--- config.mk ---
export PLATFORM = sky130hd
export DESIGN_NAME = bmph_top
export DESIGN_NICKNAME = d
export VERILOG_FILES = /design/src/hw/bmph_pkg.sv /design/src/hw/bmph_nexus_if.sv /design/src/hw/bmph_nexus.sv /design/src/hw/bmph_top.sv
export SDC_FILE = /design/constraint.sdc
export NUM_CORES = 1
export LEC_CHECK = 0
export BUFFER_PORTS_ARGS = -buffer_cell sky130_fd_sc_hd__buf_4
export CAP_MARGIN = 10
export CORE_MARGIN = 10
export CORE_UTILIZATION = 48
export CTS_BUF_LIST = sky130_fd_sc_hd__clkbuf_16
export CTS_CLUSTER_SIZE = 14
export DETAILED_ROUTE_END_ITERATION = 10
export GPL_ROUTABILITY_DRIVEN = 0
export PLACE_DENSITY = 0.83
export SLEW_MARGIN = 25
export SYNTH_ARGS = -nofsm -noshare
export SYNTH_HDL_FRONTEND = slang
export SYNTH_SLANG_ARGS = --single-unit
--- constraint.sdc ---
create_clock -name clk -period 2.1 [get_ports clk]
set_clock_uncertainty 0.05 [all_clocks]
set_input_delay 0.42 -clock clk [delete_from_list [all_inputs] [get_ports clk]]
set_output_delay 0.42 -clock clk [all_outputs]
set_load 0.05 [all_outputs]
--- src/hw/bmph_pkg.sv ---
// package: message codes, extended layout constants, parser states and opcode types
package bmph_pkg;
    localparam logic [7:0] MSG_ABORT = 8'h06;
    localparam logic [7:0] MSG_BUS_DEV_RESET = 8'h0C;
    localparam logic [7:0] MSG_EXTENDED = 8'h01;
    localparam logic [7:0] TWO_BYTE_LO = 8'h20;
    localparam logic [7:0] TWO_BYTE_HI = 8'h2F;
    localparam int IDENT_BIT = 7;
    localparam int LUNTAR_BIT = 5;
    localparam int LUN_HI = 2;
    localparam int LUN_LO = 0;
    localparam logic [7:0] XCODE_MODIFY_PTR = 8'h00;
    localparam logic [7:0] XCODE_SYNC_REQ = 8'h01;
    localparam logic [7:0] XCODE_RESERVED_02 = 8'h02;
    localparam logic [7:0] XCODE_WIDE_REQ = 8'h03;
    localparam logic [7:0] XCODE_VENDOR_LO = 8'h80;
    localparam int EXT_MIN_BYTES = 3;
    localparam logic [8:0] EXT_ZERO_LEN = 9'h100;
    localparam int EXT_LEN_W = 9;

    typedef enum {
        BMPH_IDLE,
        BMPH_SECOND,
        BMPH_EXT_LEN,
        BMPH_EXT_CODE,
        BMPH_EXT_ARGS
    } bmph_state_t;

    typedef enum logic [2:0] {
        BMPH_X_NONE,
        BMPH_X_MODIFY_PTR,
        BMPH_X_SYNC_REQ,
        BMPH_X_WIDE_REQ,
        BMPH_X_RESERVED,
        BMPH_X_VENDOR
    } bmph_xcode_t;
endpackage

--- src/hw/bmph_nexus_if.sv ---
// interface: parser to nexus tracker connection
`timescale 1ns/100ps
interface bmph_nexus_if;
    logic ident_pulse;
    logic [3:0] ident_unit;
    logic first_msg;
    logic clear_nexus;
    logic nexus_valid;
    logic [3:0] nexus_unit;
    logic unit_mismatch;
    modport parser (
        output ident_pulse,
        output ident_unit,
        output clear_nexus,
        input first_msg,
        input nexus_valid,
        input nexus_unit,
        input unit_mismatch
    );
    modport tracker (
        input ident_pulse,
        input ident_unit,
        input clear_nexus,
        output first_msg,
        output nexus_valid,
        output nexus_unit,
        output unit_mismatch
    );
endinterface

--- src/hw/bmph_nexus.sv ---
// nexus tracker: first-message flag and identified unit per connection
`timescale 1ns/100ps
module bmph_nexus (
    input wire logic clk,
    input wire logic arst_n,
    input wire logic conn_start,
    bmph_nexus_if.tracker nx
);
    logic first_q, first_d;
    logic valid_q, valid_d;
    logic [3:0] unit_q, unit_d;

    always_comb begin
        first_d = first_q;
        valid_d = valid_q;
        unit_d = unit_q;
        if (conn_start) begin
            first_d = 1'b1;
            valid_d = 1'b0;
        end else if (nx.clear_nexus) begin
            first_d = 1'b0;
            valid_d = 1'b0;
        end else if (nx.ident_pulse) begin
            first_d = 1'b0;
            // first unit named sticks; a different one is reported, never adopted
            if (!valid_q) begin
                valid_d = 1'b1;
                unit_d = nx.ident_unit;
            end
        end
    end

    always_ff @(posedge clk or negedge arst_n) begin
        if (!arst_n) begin
            first_q <= 1'b0;
            valid_q <= 1'b0;
            unit_q <= 4'h0;
        end else begin
            first_q <= first_d;
            valid_q <= valid_d;
            unit_q <= unit_d;
        end
    end

    assign nx.first_msg = first_q;
    assign nx.nexus_valid = valid_q;
    assign nx.nexus_unit = unit_q;
    // independent of ident_pulse so the parser can read it without a loop back into itself
    assign nx.unit_mismatch = valid_q && (nx.ident_unit != unit_q);
endmodule

--- src/hw/bmph_top.sv ---
// target-side message phase parser: extended layout, opening checks, abort handling
`timescale 1ns/100ps
module bmph_top (
    input wire logic clk,
    input wire logic arst_n,
    input wire logic sel_start,
    input wire logic resel_start,
    input wire logic msg_phase,
    input wire logic msg_valid,
    input wire logic [7:0] msg_byte,
    input wire logic [3:0] own_unit,
    output logic bus_free_req,
    output logic unexpected_disc,
    output logic abort_nexus,
    output logic [3:0] abort_unit,
    output logic ident_in_valid,
    output logic [7:0] ident_in_byte,
    output logic msg_done,
    output logic [7:0] msg_code,
    output logic [7:0] msg_param,
    output logic ext_done,
    output logic [7:0] ext_code,
    output bmph_pkg::bmph_xcode_t ext_kind,
    output logic [8:0] ext_len,
    output logic arg_valid,
    output logic [7:0] arg_byte,
    output logic nexus_valid,
    output logic [3:0] nexus_unit
);
    bmph_nexus_if nx ();

    bmph_nexus u_nexus (
        .clk(clk),
        .arst_n(arst_n),
        .conn_start(sel_start),
        .nx(nx)
    );

    bmph_pkg::bmph_state_t st_q, st_d;
    logic [8:0] cnt_q, cnt_d;
    logic [8:0] len_q, len_d;
    logic [7:0] code_q, code_d;
    logic [7:0] param_q, param_d;
    logic [7:0] xcode_q, xcode_d;
    bmph_pkg::bmph_xcode_t kind_q, kind_d;
    logic done_q, done_d;
    logic xdone_q, xdone_d;
    logic free_q, free_d;
    logic unexp_q, unexp_d;
    logic abort_q, abort_d;
    logic [3:0] aunit_q, aunit_d;
    logic argv_q, argv_d;
    logic [7:0] arg_q, arg_d;
    logic idv_q, idv_d;
    logic [7:0] idb_q, idb_d;
    logic is_ident;
    logic opening_ok;
    logic ext_min_ok;
    logic [1:0] xseen_q, xseen_d;

    assign is_ident = msg_byte[bmph_pkg::IDENT_BIT];
    assign opening_ok = is_ident || msg_byte == bmph_pkg::MSG_ABORT
        || msg_byte == bmph_pkg::MSG_BUS_DEV_RESET;
    assign nx.ident_unit = {msg_byte[bmph_pkg::LUNTAR_BIT],
        msg_byte[bmph_pkg::LUN_HI:bmph_pkg::LUN_LO]};
    assign ext_min_ok = int'({1'b0, xseen_q} + 3'h1) >= bmph_pkg::EXT_MIN_BYTES;

    function automatic bmph_pkg::bmph_xcode_t decode_x(input logic [7:0] c);
        if (c == bmph_pkg::XCODE_MODIFY_PTR) begin
            decode_x = bmph_pkg::BMPH_X_MODIFY_PTR;
        end else if (c == bmph_pkg::XCODE_SYNC_REQ) begin
            decode_x = bmph_pkg::BMPH_X_SYNC_REQ;
        end else if (c == bmph_pkg::XCODE_WIDE_REQ) begin
            decode_x = bmph_pkg::BMPH_X_WIDE_REQ;
        end else if (c >= bmph_pkg::XCODE_VENDOR_LO) begin
            decode_x = bmph_pkg::BMPH_X_VENDOR;
        end else begin
            decode_x = bmph_pkg::BMPH_X_RESERVED;
        end
    endfunction

    always_comb begin
        st_d = st_q;
        cnt_d = cnt_q;
        len_d = len_q;
        code_d = code_q;
        param_d = param_q;
        xcode_d = xcode_q;
        kind_d = kind_q;
        done_d = 1'b0;
        xdone_d = 1'b0;
        free_d = 1'b0;
        unexp_d = 1'b0;
        abort_d = 1'b0;
        aunit_d = aunit_q;
        argv_d = 1'b0;
        arg_d = arg_q;
        nx.ident_pulse = 1'b0;
        nx.clear_nexus = 1'b0;
        if (sel_start || !msg_phase) begin
            // leaving the phase drops any partial message
            st_d = bmph_pkg::BMPH_IDLE;
        end else if (msg_valid) begin
            unique case (st_q)
                bmph_pkg::BMPH_IDLE: begin
                    code_d = msg_byte;
                    if (nx.first_msg && !opening_ok) begin
                        free_d = 1'b1;
                        unexp_d = 1'b1;
                        nx.clear_nexus = 1'b1;
                    end else if (is_ident) begin
                        nx.ident_pulse = 1'b1;
                        done_d = !nx.unit_mismatch;
                        if (nx.unit_mismatch) begin
                            free_d = 1'b1;
                            unexp_d = 1'b1;
                            nx.clear_nexus = 1'b1;
                        end
                    end else if (msg_byte == bmph_pkg::MSG_ABORT) begin
                        // only the nexus's own processes; mode state lives elsewhere
                        abort_d = nx.nexus_valid;
                        aunit_d = nx.nexus_unit;
                        free_d = 1'b1;
                        done_d = 1'b1;
                        nx.clear_nexus = 1'b1;
                    end else if (msg_byte == bmph_pkg::MSG_EXTENDED) begin
                        st_d = bmph_pkg::BMPH_EXT_LEN;
                        nx.clear_nexus = 1'b0;
                    end else if (msg_byte >= bmph_pkg::TWO_BYTE_LO
                        && msg_byte <= bmph_pkg::TWO_BYTE_HI) begin
                        st_d = bmph_pkg::BMPH_SECOND;
                    end else begin
                        done_d = 1'b1;
                        if (msg_byte == bmph_pkg::MSG_BUS_DEV_RESET) begin
                            free_d = 1'b1;
                            nx.clear_nexus = 1'b1;
                        end
                    end
                    if (nx.first_msg && opening_ok && !is_ident) begin
                        nx.clear_nexus = 1'b1;
                    end
                end
                bmph_pkg::BMPH_SECOND: begin
                    param_d = msg_byte;
                    done_d = 1'b1;
                    st_d = bmph_pkg::BMPH_IDLE;
                end
                bmph_pkg::BMPH_EXT_LEN: begin
                    // zero length means 256 bytes follow
                    len_d = msg_byte == 8'h00 ? bmph_pkg::EXT_ZERO_LEN :
                        {1'b0, msg_byte};
                    cnt_d = msg_byte == 8'h00 ? bmph_pkg::EXT_ZERO_LEN :
                        {1'b0, msg_byte};
                    st_d = bmph_pkg::BMPH_EXT_CODE;
                end
                bmph_pkg::BMPH_EXT_CODE: begin
                    xcode_d = msg_byte;
                    kind_d = decode_x(msg_byte);
                    cnt_d = cnt_q - 9'h001;
                    if (cnt_q == 9'h001 && ext_min_ok) begin
                        xdone_d = 1'b1;
                        done_d = 1'b1;
                        st_d = bmph_pkg::BMPH_IDLE;
                    end else begin
                        st_d = bmph_pkg::BMPH_EXT_ARGS;
                    end
                end
                bmph_pkg::BMPH_EXT_ARGS: begin
                    argv_d = 1'b1;
                    arg_d = msg_byte;
                    cnt_d = cnt_q - 9'h001;
                    if (cnt_q == 9'h001 && ext_min_ok) begin
                        xdone_d = 1'b1;
                        done_d = 1'b1;
                        st_d = bmph_pkg::BMPH_IDLE;
                    end
                end
                default: st_d = bmph_pkg::BMPH_IDLE;
            endcase
        end
        // our own reselection identify never changes the nexus
        if (resel_start) begin
            nx.ident_pulse = 1'b0;
        end
    end

    always_ff @(posedge clk or negedge arst_n) begin
        if (!arst_n) begin
            st_q <= bmph_pkg::BMPH_IDLE;
            cnt_q <= 9'h000;
            len_q <= 9'h000;
            code_q <= 8'h00;
            param_q <= 8'h00;
            xcode_q <= 8'h00;
            kind_q <= bmph_pkg::BMPH_X_NONE;
            done_q <= 1'b0;
            xdone_q <= 1'b0;
            free_q <= 1'b0;
            unexp_q <= 1'b0;
            abort_q <= 1'b0;
            aunit_q <= 4'h0;
            argv_q <= 1'b0;
            arg_q <= 8'h00;
        end else begin
            st_q <= st_d;
            cnt_q <= cnt_d;
            len_q <= len_d;
            code_q <= code_d;
            param_q <= param_d;
            xcode_q <= xcode_d;
            kind_q <= kind_d;
            done_q <= done_d;
            xdone_q <= xdone_d;
            free_q <= free_d;
            unexp_q <= unexp_d;
            abort_q <= abort_d;
            aunit_q <= aunit_d;
            argv_q <= argv_d;
            arg_q <= arg_d;
        end
    end

    // reselection: announce own unit with identify first
    // separate group: the reply is built whatever the parser is doing
    always_comb begin
        idv_d = resel_start;
        idb_d = idb_q;
        if (resel_start) begin
            idb_d = {1'b1, 3'h0, own_unit};
        end
    end

    always_ff @(posedge clk or negedge arst_n) begin
        if (!arst_n) begin
            idv_q <= 1'b0;
            idb_q <= 8'h00;
        end else begin
            idv_q <= idv_d;
            idb_q <= idb_d;
        end
    end

    // bytes seen of the current extended message, saturating at three
    // independent of the length count, so a wrapped count cannot end it early
    always_comb begin
        xseen_d = xseen_q;
        if (sel_start || !msg_phase) begin
            xseen_d = 2'h0;
        end else if (msg_valid) begin
            if (st_q == bmph_pkg::BMPH_IDLE) begin
                xseen_d = msg_byte == bmph_pkg::MSG_EXTENDED ? 2'h1 : 2'h0;
            end else if (xseen_q != 2'h3) begin
                xseen_d = xseen_q + 2'h1;
            end
        end
    end

    always_ff @(posedge clk or negedge arst_n) begin
        if (!arst_n) begin
            xseen_q <= 2'h0;
        end else begin
            xseen_q <= xseen_d;
        end
    end

    assign bus_free_req = free_q;
    assign unexpected_disc = unexp_q;
    assign abort_nexus = abort_q;
    assign abort_unit = aunit_q;
    assign ident_in_valid = idv_q;
    assign ident_in_byte = idb_q;
    assign msg_done = done_q;
    assign msg_code = code_q;
    assign msg_param = param_q;
    assign ext_done = xdone_q;
    assign ext_code = xcode_q;
    assign ext_kind = kind_q;
    assign ext_len = len_q;
    assign arg_valid = argv_q;
    assign arg_byte = arg_q;
    assign nexus_valid = nx.nexus_valid;
    assign nexus_unit = nx.nexus_unit;
endmodule

After elaboration in Yosys (flattened, before gate mapping) --
Index checks and enable logic that the tools add are counted.
Storage, ports and cells: word-level logic and storage cells 154, bits in registers 109, latch bits 0, memories 0, bits of input ports 18, output and inout port bits 68, RAM bits 0, bits in read-only memories 0
Cells by class: order comparisons 4, multipliers 0, div/mod/pow operators 0, equal/unequal tests 16, shift-type cells 0, mux-type cells 73, reductions and logical operators 31, bitwise operators 6, add/sub/neg operators 3
Operators with widths (count):
- 32-bit 2-to-1 mux | 8
- 32-bit one-hot mux with 4 select lines | 1
- 32-bit by 2-bit equality test with 1-bit output, second input constant | 2
- 32-bit zero test | 2
- 1-bit 2-to-1 mux | 53
- 32-bit by 1-bit equality test with 1-bit output, second input constant | 1
- 32-bit by 3-bit equality test with 1-bit output, second input constant | 1
- 9-bit one-hot mux with 2 select lines | 1
- 3-bit AND reduction | 6
- 3-bit 2-to-1 mux | 4
- 3-bit inequality test, second input constant | 4
- 6-bit AND reduction | 2
- 9-bit by 1-bit equality test with 1-bit output, second input constant | 1
- 9-bit 2-to-1 mux | 1
- 9-bit by 1-bit subtractor with 9-bit output, second input constant | 1
- 8-bit by 1-bit equality test with 1-bit output, second input constant | 1
- 8-bit by 2-bit equality test with 1-bit output, second input constant | 1
- 8-bit by 3-bit equality test with 1-bit output, second input constant | 1
- 8-bit by 4-bit equality test with 1-bit output, second input constant | 1
- 8-bit by 6-bit >= comparator with 1-bit output, second input constant | 1
- 8-bit >= comparator, second input constant | 1
- 8-bit by 6-bit less-or-equal comparator with 1-bit output, second input constant | 1
- 8-bit zero test | 1
- 2-bit 2-to-1 mux | 4
- 16 further kinds | 33

Longest topological paths before layout --
word-level depth 13, mapped depth 8, gate-level depth less buffers 7

By module --
From an unflattened synthesis, not the netlist that was laid out.
Unflattened totals: cell total of the unflattened synthesis 314, area, all modules 3651.0 um2
Modules (own cells, without submodules):
- bmph_top | sequential area each 1851.8 um2, area an instance 3365.7 um2, times used 1, cells each 294
- bmph_nexus | sequential area each 150.1 um2, area an instance 285.3 um2, times used 1, cells each 20

Worst setup path before layout --
No wires, ideal clock.
path kind flip-flop to flip-flop, from register st_q[0], to register aunit_q[0], in the netlist abort_unit[0], required time 1.925 ns, arrival 1.788 ns, stages on the path, launching flop included 7, library setup time 0.125 ns, clock period less this slack 1.963 ns, path buffers 1, setup slack 0.137 ns, cells stage by stage dfrtp_1 buf_6 or3_4 nor2_4 nand2_4 nor4_4 mux2_2
Between the ends: word-level cells in the longest chain between the ends 2
Ends and longest elaborated chain:
- start: declaration | RTL line bmph_top.sv:39 | bmph_pkg::bmph_state_t st_q, st_d;
- start signal: assignment | RTL line bmph_top.sv:189 | st_q <= bmph_pkg::BMPH_IDLE;
- start signal: assignment | RTL line bmph_top.sv:205 | st_q <= st_d;
- 32-bit zero test | RTL line bmph_top.sv:104 | unique case (st_q)
- 6-bit AND reduction (no line)
- end signal: assignment | RTL line bmph_top.sv:217 | aunit_q <= aunit_d;
- end: declaration | RTL line bmph_top.sv:51 | logic [3:0] aunit_q, aunit_d;
Every way passes these cells. A chain may end at the register's enable or synchronous reset.

Worst setup path in the final report --
from register st_q[1], to register aunit_q[1], in the netlist abort_unit[1]
Same word-level chain as after synthesis.

==> results.txt <==
* Number of vias in the routed layout: 2850
- The worst-case IR drop observed on VDD is 0.781 mV.
* CTS Hold Bufs: 0
- Gates resized, CTS repair: 0
- For this run, design rule violations remaining after detail routing come to 0.
* Aggregate negative setup slack: 0 ns
* Core outline area: 7290 sq um
- Area growth from synthesis to layout: 30.2%
* Largest area contributor in the netlist: dfrtp_1
* Fraction of the cycle the final worst path needs: 95.4%
- After synthesis, the share of flip-flops with an asynchronous set or reset is 100%.
* Share of final-layout standard cells stronger than drive strength 1: 41.0%
- Critical path data arrival time: 2.17 ns
- The tool flagged a number of max-cap violations equal to 0.
- Area fraction of the dominant cell type after synthesis: 55.3%
- Final design instance area without fill: 4710 sq um
- The die covers 11400 sq um.
- Die H: 107 microns
* Mapped Avg Cell Area: 11.6 sq um
* Clock tree buffer depth: 2
- Entering global routing, the biggest net connects 44 pins.
- The mapped netlist covers 3620 sq um.
- CTS root buf: clkbuf_16
* Switching Share: 33.9%
- In this run the count of I/O pins placed on the die edge is 86.
- Buffers added to address setup during post-CTS repair amount to 0.
- Worst setup slack before clock tree synthesis: 0.123 ns
- Post-DP HPWL: 7.06 mm
* Net total in the final layout: 427
* Pwr dens: 958 nW/um^2
* Required @ worst endpoint: 2.27 ns
* Most used flip-flop cell after synthesis: dfrtp_1
* Seq cells post-synth: 80
- Vias in the first global route: 2981
- Sequential share of power: 39.7%
- The critical path is of the register to register type.
* Starting density of the core: 49.7%
- The first TritonRoute pass finished after 5 iterations.
- Yosys mapped a number of flops with a built-in enable equal to 0.
* Instance area at placement: 4410 sq um
* Cts bufs inserted: 9
* Number of nets with antenna violations after detailed routing: 0
- For the worst-skew pair, the clock arrives at the later sink with an insertion delay of 0.34 ns.
* Kind of path behind the tightest hold check: input pin to asynchronous set/reset pin
- Summing internal, switching and leakage power gives 4.52 mW.
- CTS saw 80 sinks.
- For this run, the share of the core covered by cells in the final layout is 64.7%.
- Worst-case headroom to the max-slew limit: 66.8%
- The initial antenna violation count came to 0.
- Routed wire per std cell: 19.4 microns
- Final Instance Count excl. Fillers: 509
- Period minus WS final: 2.00 ns
- The cell count after synthesis came out at 313.
- At the pin with the least slew margin, the transition time is 0.495 ns.
- dfrtp_1 is the most common cell in the netlist.
- Based on the critical path, the design can be clocked at up to 0.499 GHz.
- Pint: 2.98 mW
* P_leak: 2.29 nW
* Placed cell count: 493
- After clock tree synthesis, the clock-pin slew on the worst setup and hold paths is 0.06 ns.
- Unrepaired setup endpoints after global routing: no
* Result of the run: complete, but fails checks
- By count the netlist is led by dfrtp_1, mux2_2, o21ai_0, nand2_1, nor2_1.
* Number of distinct library cells after synthesis: 46
- Cell types occupying the most area after synthesis: dfrtp_1, mux2_2, o21ai_0
- In this run the worst path has a maximum fanout of 5.
- The first global-routing pass estimated 16.1 mm of wire.
- The share of the Yosys chip area taken by registers is 55.3%.
- Across all setup checks in the final design, the least slack found is 0.0974 ns.
- Post-Route Hold Slack: -0.00156 ns
- Launching element type of the critical path: register
- Number of max-slew violations in the final report: 0
* Sort of element at the end of the critical path: register
- Violated checks: negative hold slack
- Port buffering added 82 buffers.
* Synth warnings: 0
- The die is 107 microns wide.
* Ant. Diodes: 0
- After global routing the overflow that remains totals 0.
* Vias per inst: 5.60
- For this block, the routed nets add up to 9.85 mm of wire.
- Of the total power, the clock network draws 34.8%.
- Combinational logic is responsible for 25.4% of the overall power.
- The multi-input combinational cells in the finished layout cover a total of 1490 sq um.
- Number of DRC markers after the initial detailed-route iteration: 210
- Sequential standard cell area: 2000 sq um
- Global routing used 17.8% of the available tracks across all layers.
* Number of endpoints failing setup at the final stage: 0
- In this run the power spent charging and discharging nets is 1.53 mW.
* Clock tree from TritonCTS: yes
* Number of H-tree levels: 3
- Number of fillers in the final layout: 551
- After floorplanning, the core was divided into 31 placement rows.
* Count of endpoints failing hold in the final timing report: 1
## kinds of logic after synthesis
kind of cell,Yosys count,share of synthesized area [%]
DFF,80,55.3
other,1,0.104
and+or+nand+nor,83,13.2
muxes,49,15.1
buffers and inverters,32,3.87
xor gates and xnor gates,5,1.21
adders and majority gates,4,1.38
AOI/OAI and AO/OA,59,9.81
## placed cells by master (no fill, tap or decap), types with 9 or more instances in the layout
| master | synthesis | final |
|---|---|---|
| inv_1 | 13 | 13 |
| nor3_1 | 10 | 10 |
| buf_4 | 3 | 97 |
| dfrtp_1 | 80 | 80 |
| clkbuf_16 | 0 | 9 |
| nand2_1 | 20 | 20 |
| o21ai_0 | 24 | 24 |
| nor2_1 | 20 | 20 |
| a21oi_1 | 14 | 14 |
| mux2_2 | 46 | 46 |
## flip-flops by register name (all words and copies together), names as in the netlist, 3 cells and up
signal                 count
ext_kind                   3
abort_unit                 4
st_q                       3
ext_code                   8
msg_param                  8
u_nexus.nx.nexus_unit      4
ext_len                    9
cnt_q                      9
arg_byte                   8
ident_in_byte              5
msg_code                   8
## critical path, stage by stage, from the launching register on
cell	delay (ns)
dfrtp_1	0.40
or3_4	0.43
nor2_4	0.14
nand2_4	0.09
nor4_4	0.39
mux2_2	0.38
## worst paths after layout
| check | start | cells past startpoint | slack [ns] | end |
|---|---|---|---|---|
| min in group clk | sel_start | 2 | 0.21 | u_nexus.nx.nexus_valid |
| min reg2reg | ident_in_byte[7] | 1 | 0.43 | ident_in_byte[7] |
| max | st_q[1] | 5 | 0.1 | abort_unit[1] |
| max in group asynchronous | arst_n | 2 | 1.41 | ext_len[6] |
| min | arst_n | 1 | -0.002 | ident_in_valid |
| max reg2reg | st_q[1] | 5 | 0.1 | abort_unit[1] |
## power by group through the flow
stage / Clock, mW / Sequential [mW] / Combinational [mW]
after floorplan: 0 / 2.29 / 0.264
after CTS: 1.59 / 1.79 / 1.16
after global routing: 1.67 / 1.81 / 1.20
after detailed placement: 0 / 1.82 / 1.15
final: 1.57 / 1.79 / 1.15
after global placement: 0 / 1.81 / 1.13
## cell type report
| class | instances | area share, % |
|---|---|---|
| multi-input combinational | 203 | 31.6 |
| clock buffer | 9 | 4.78 |
| tap | 99 | 2.63 |
| inverter | 13 | 1.04 |
| sequential | 80 | 42.5 |
| clock inverter | 7 | 1.67 |
| timing repair buffer | 98 | 15.9 |
## routing by layer
layer	global-route usage [%]	vias up	share of wire (%)
li1	-	1302	-
met1	20.5	1394	38
met2	29.9	129	52
met3	5.33	25	7.7
met4	7.74	0	2.2
met5	0	-	0
Note: power is estimated with default switching activity, not from simulation.
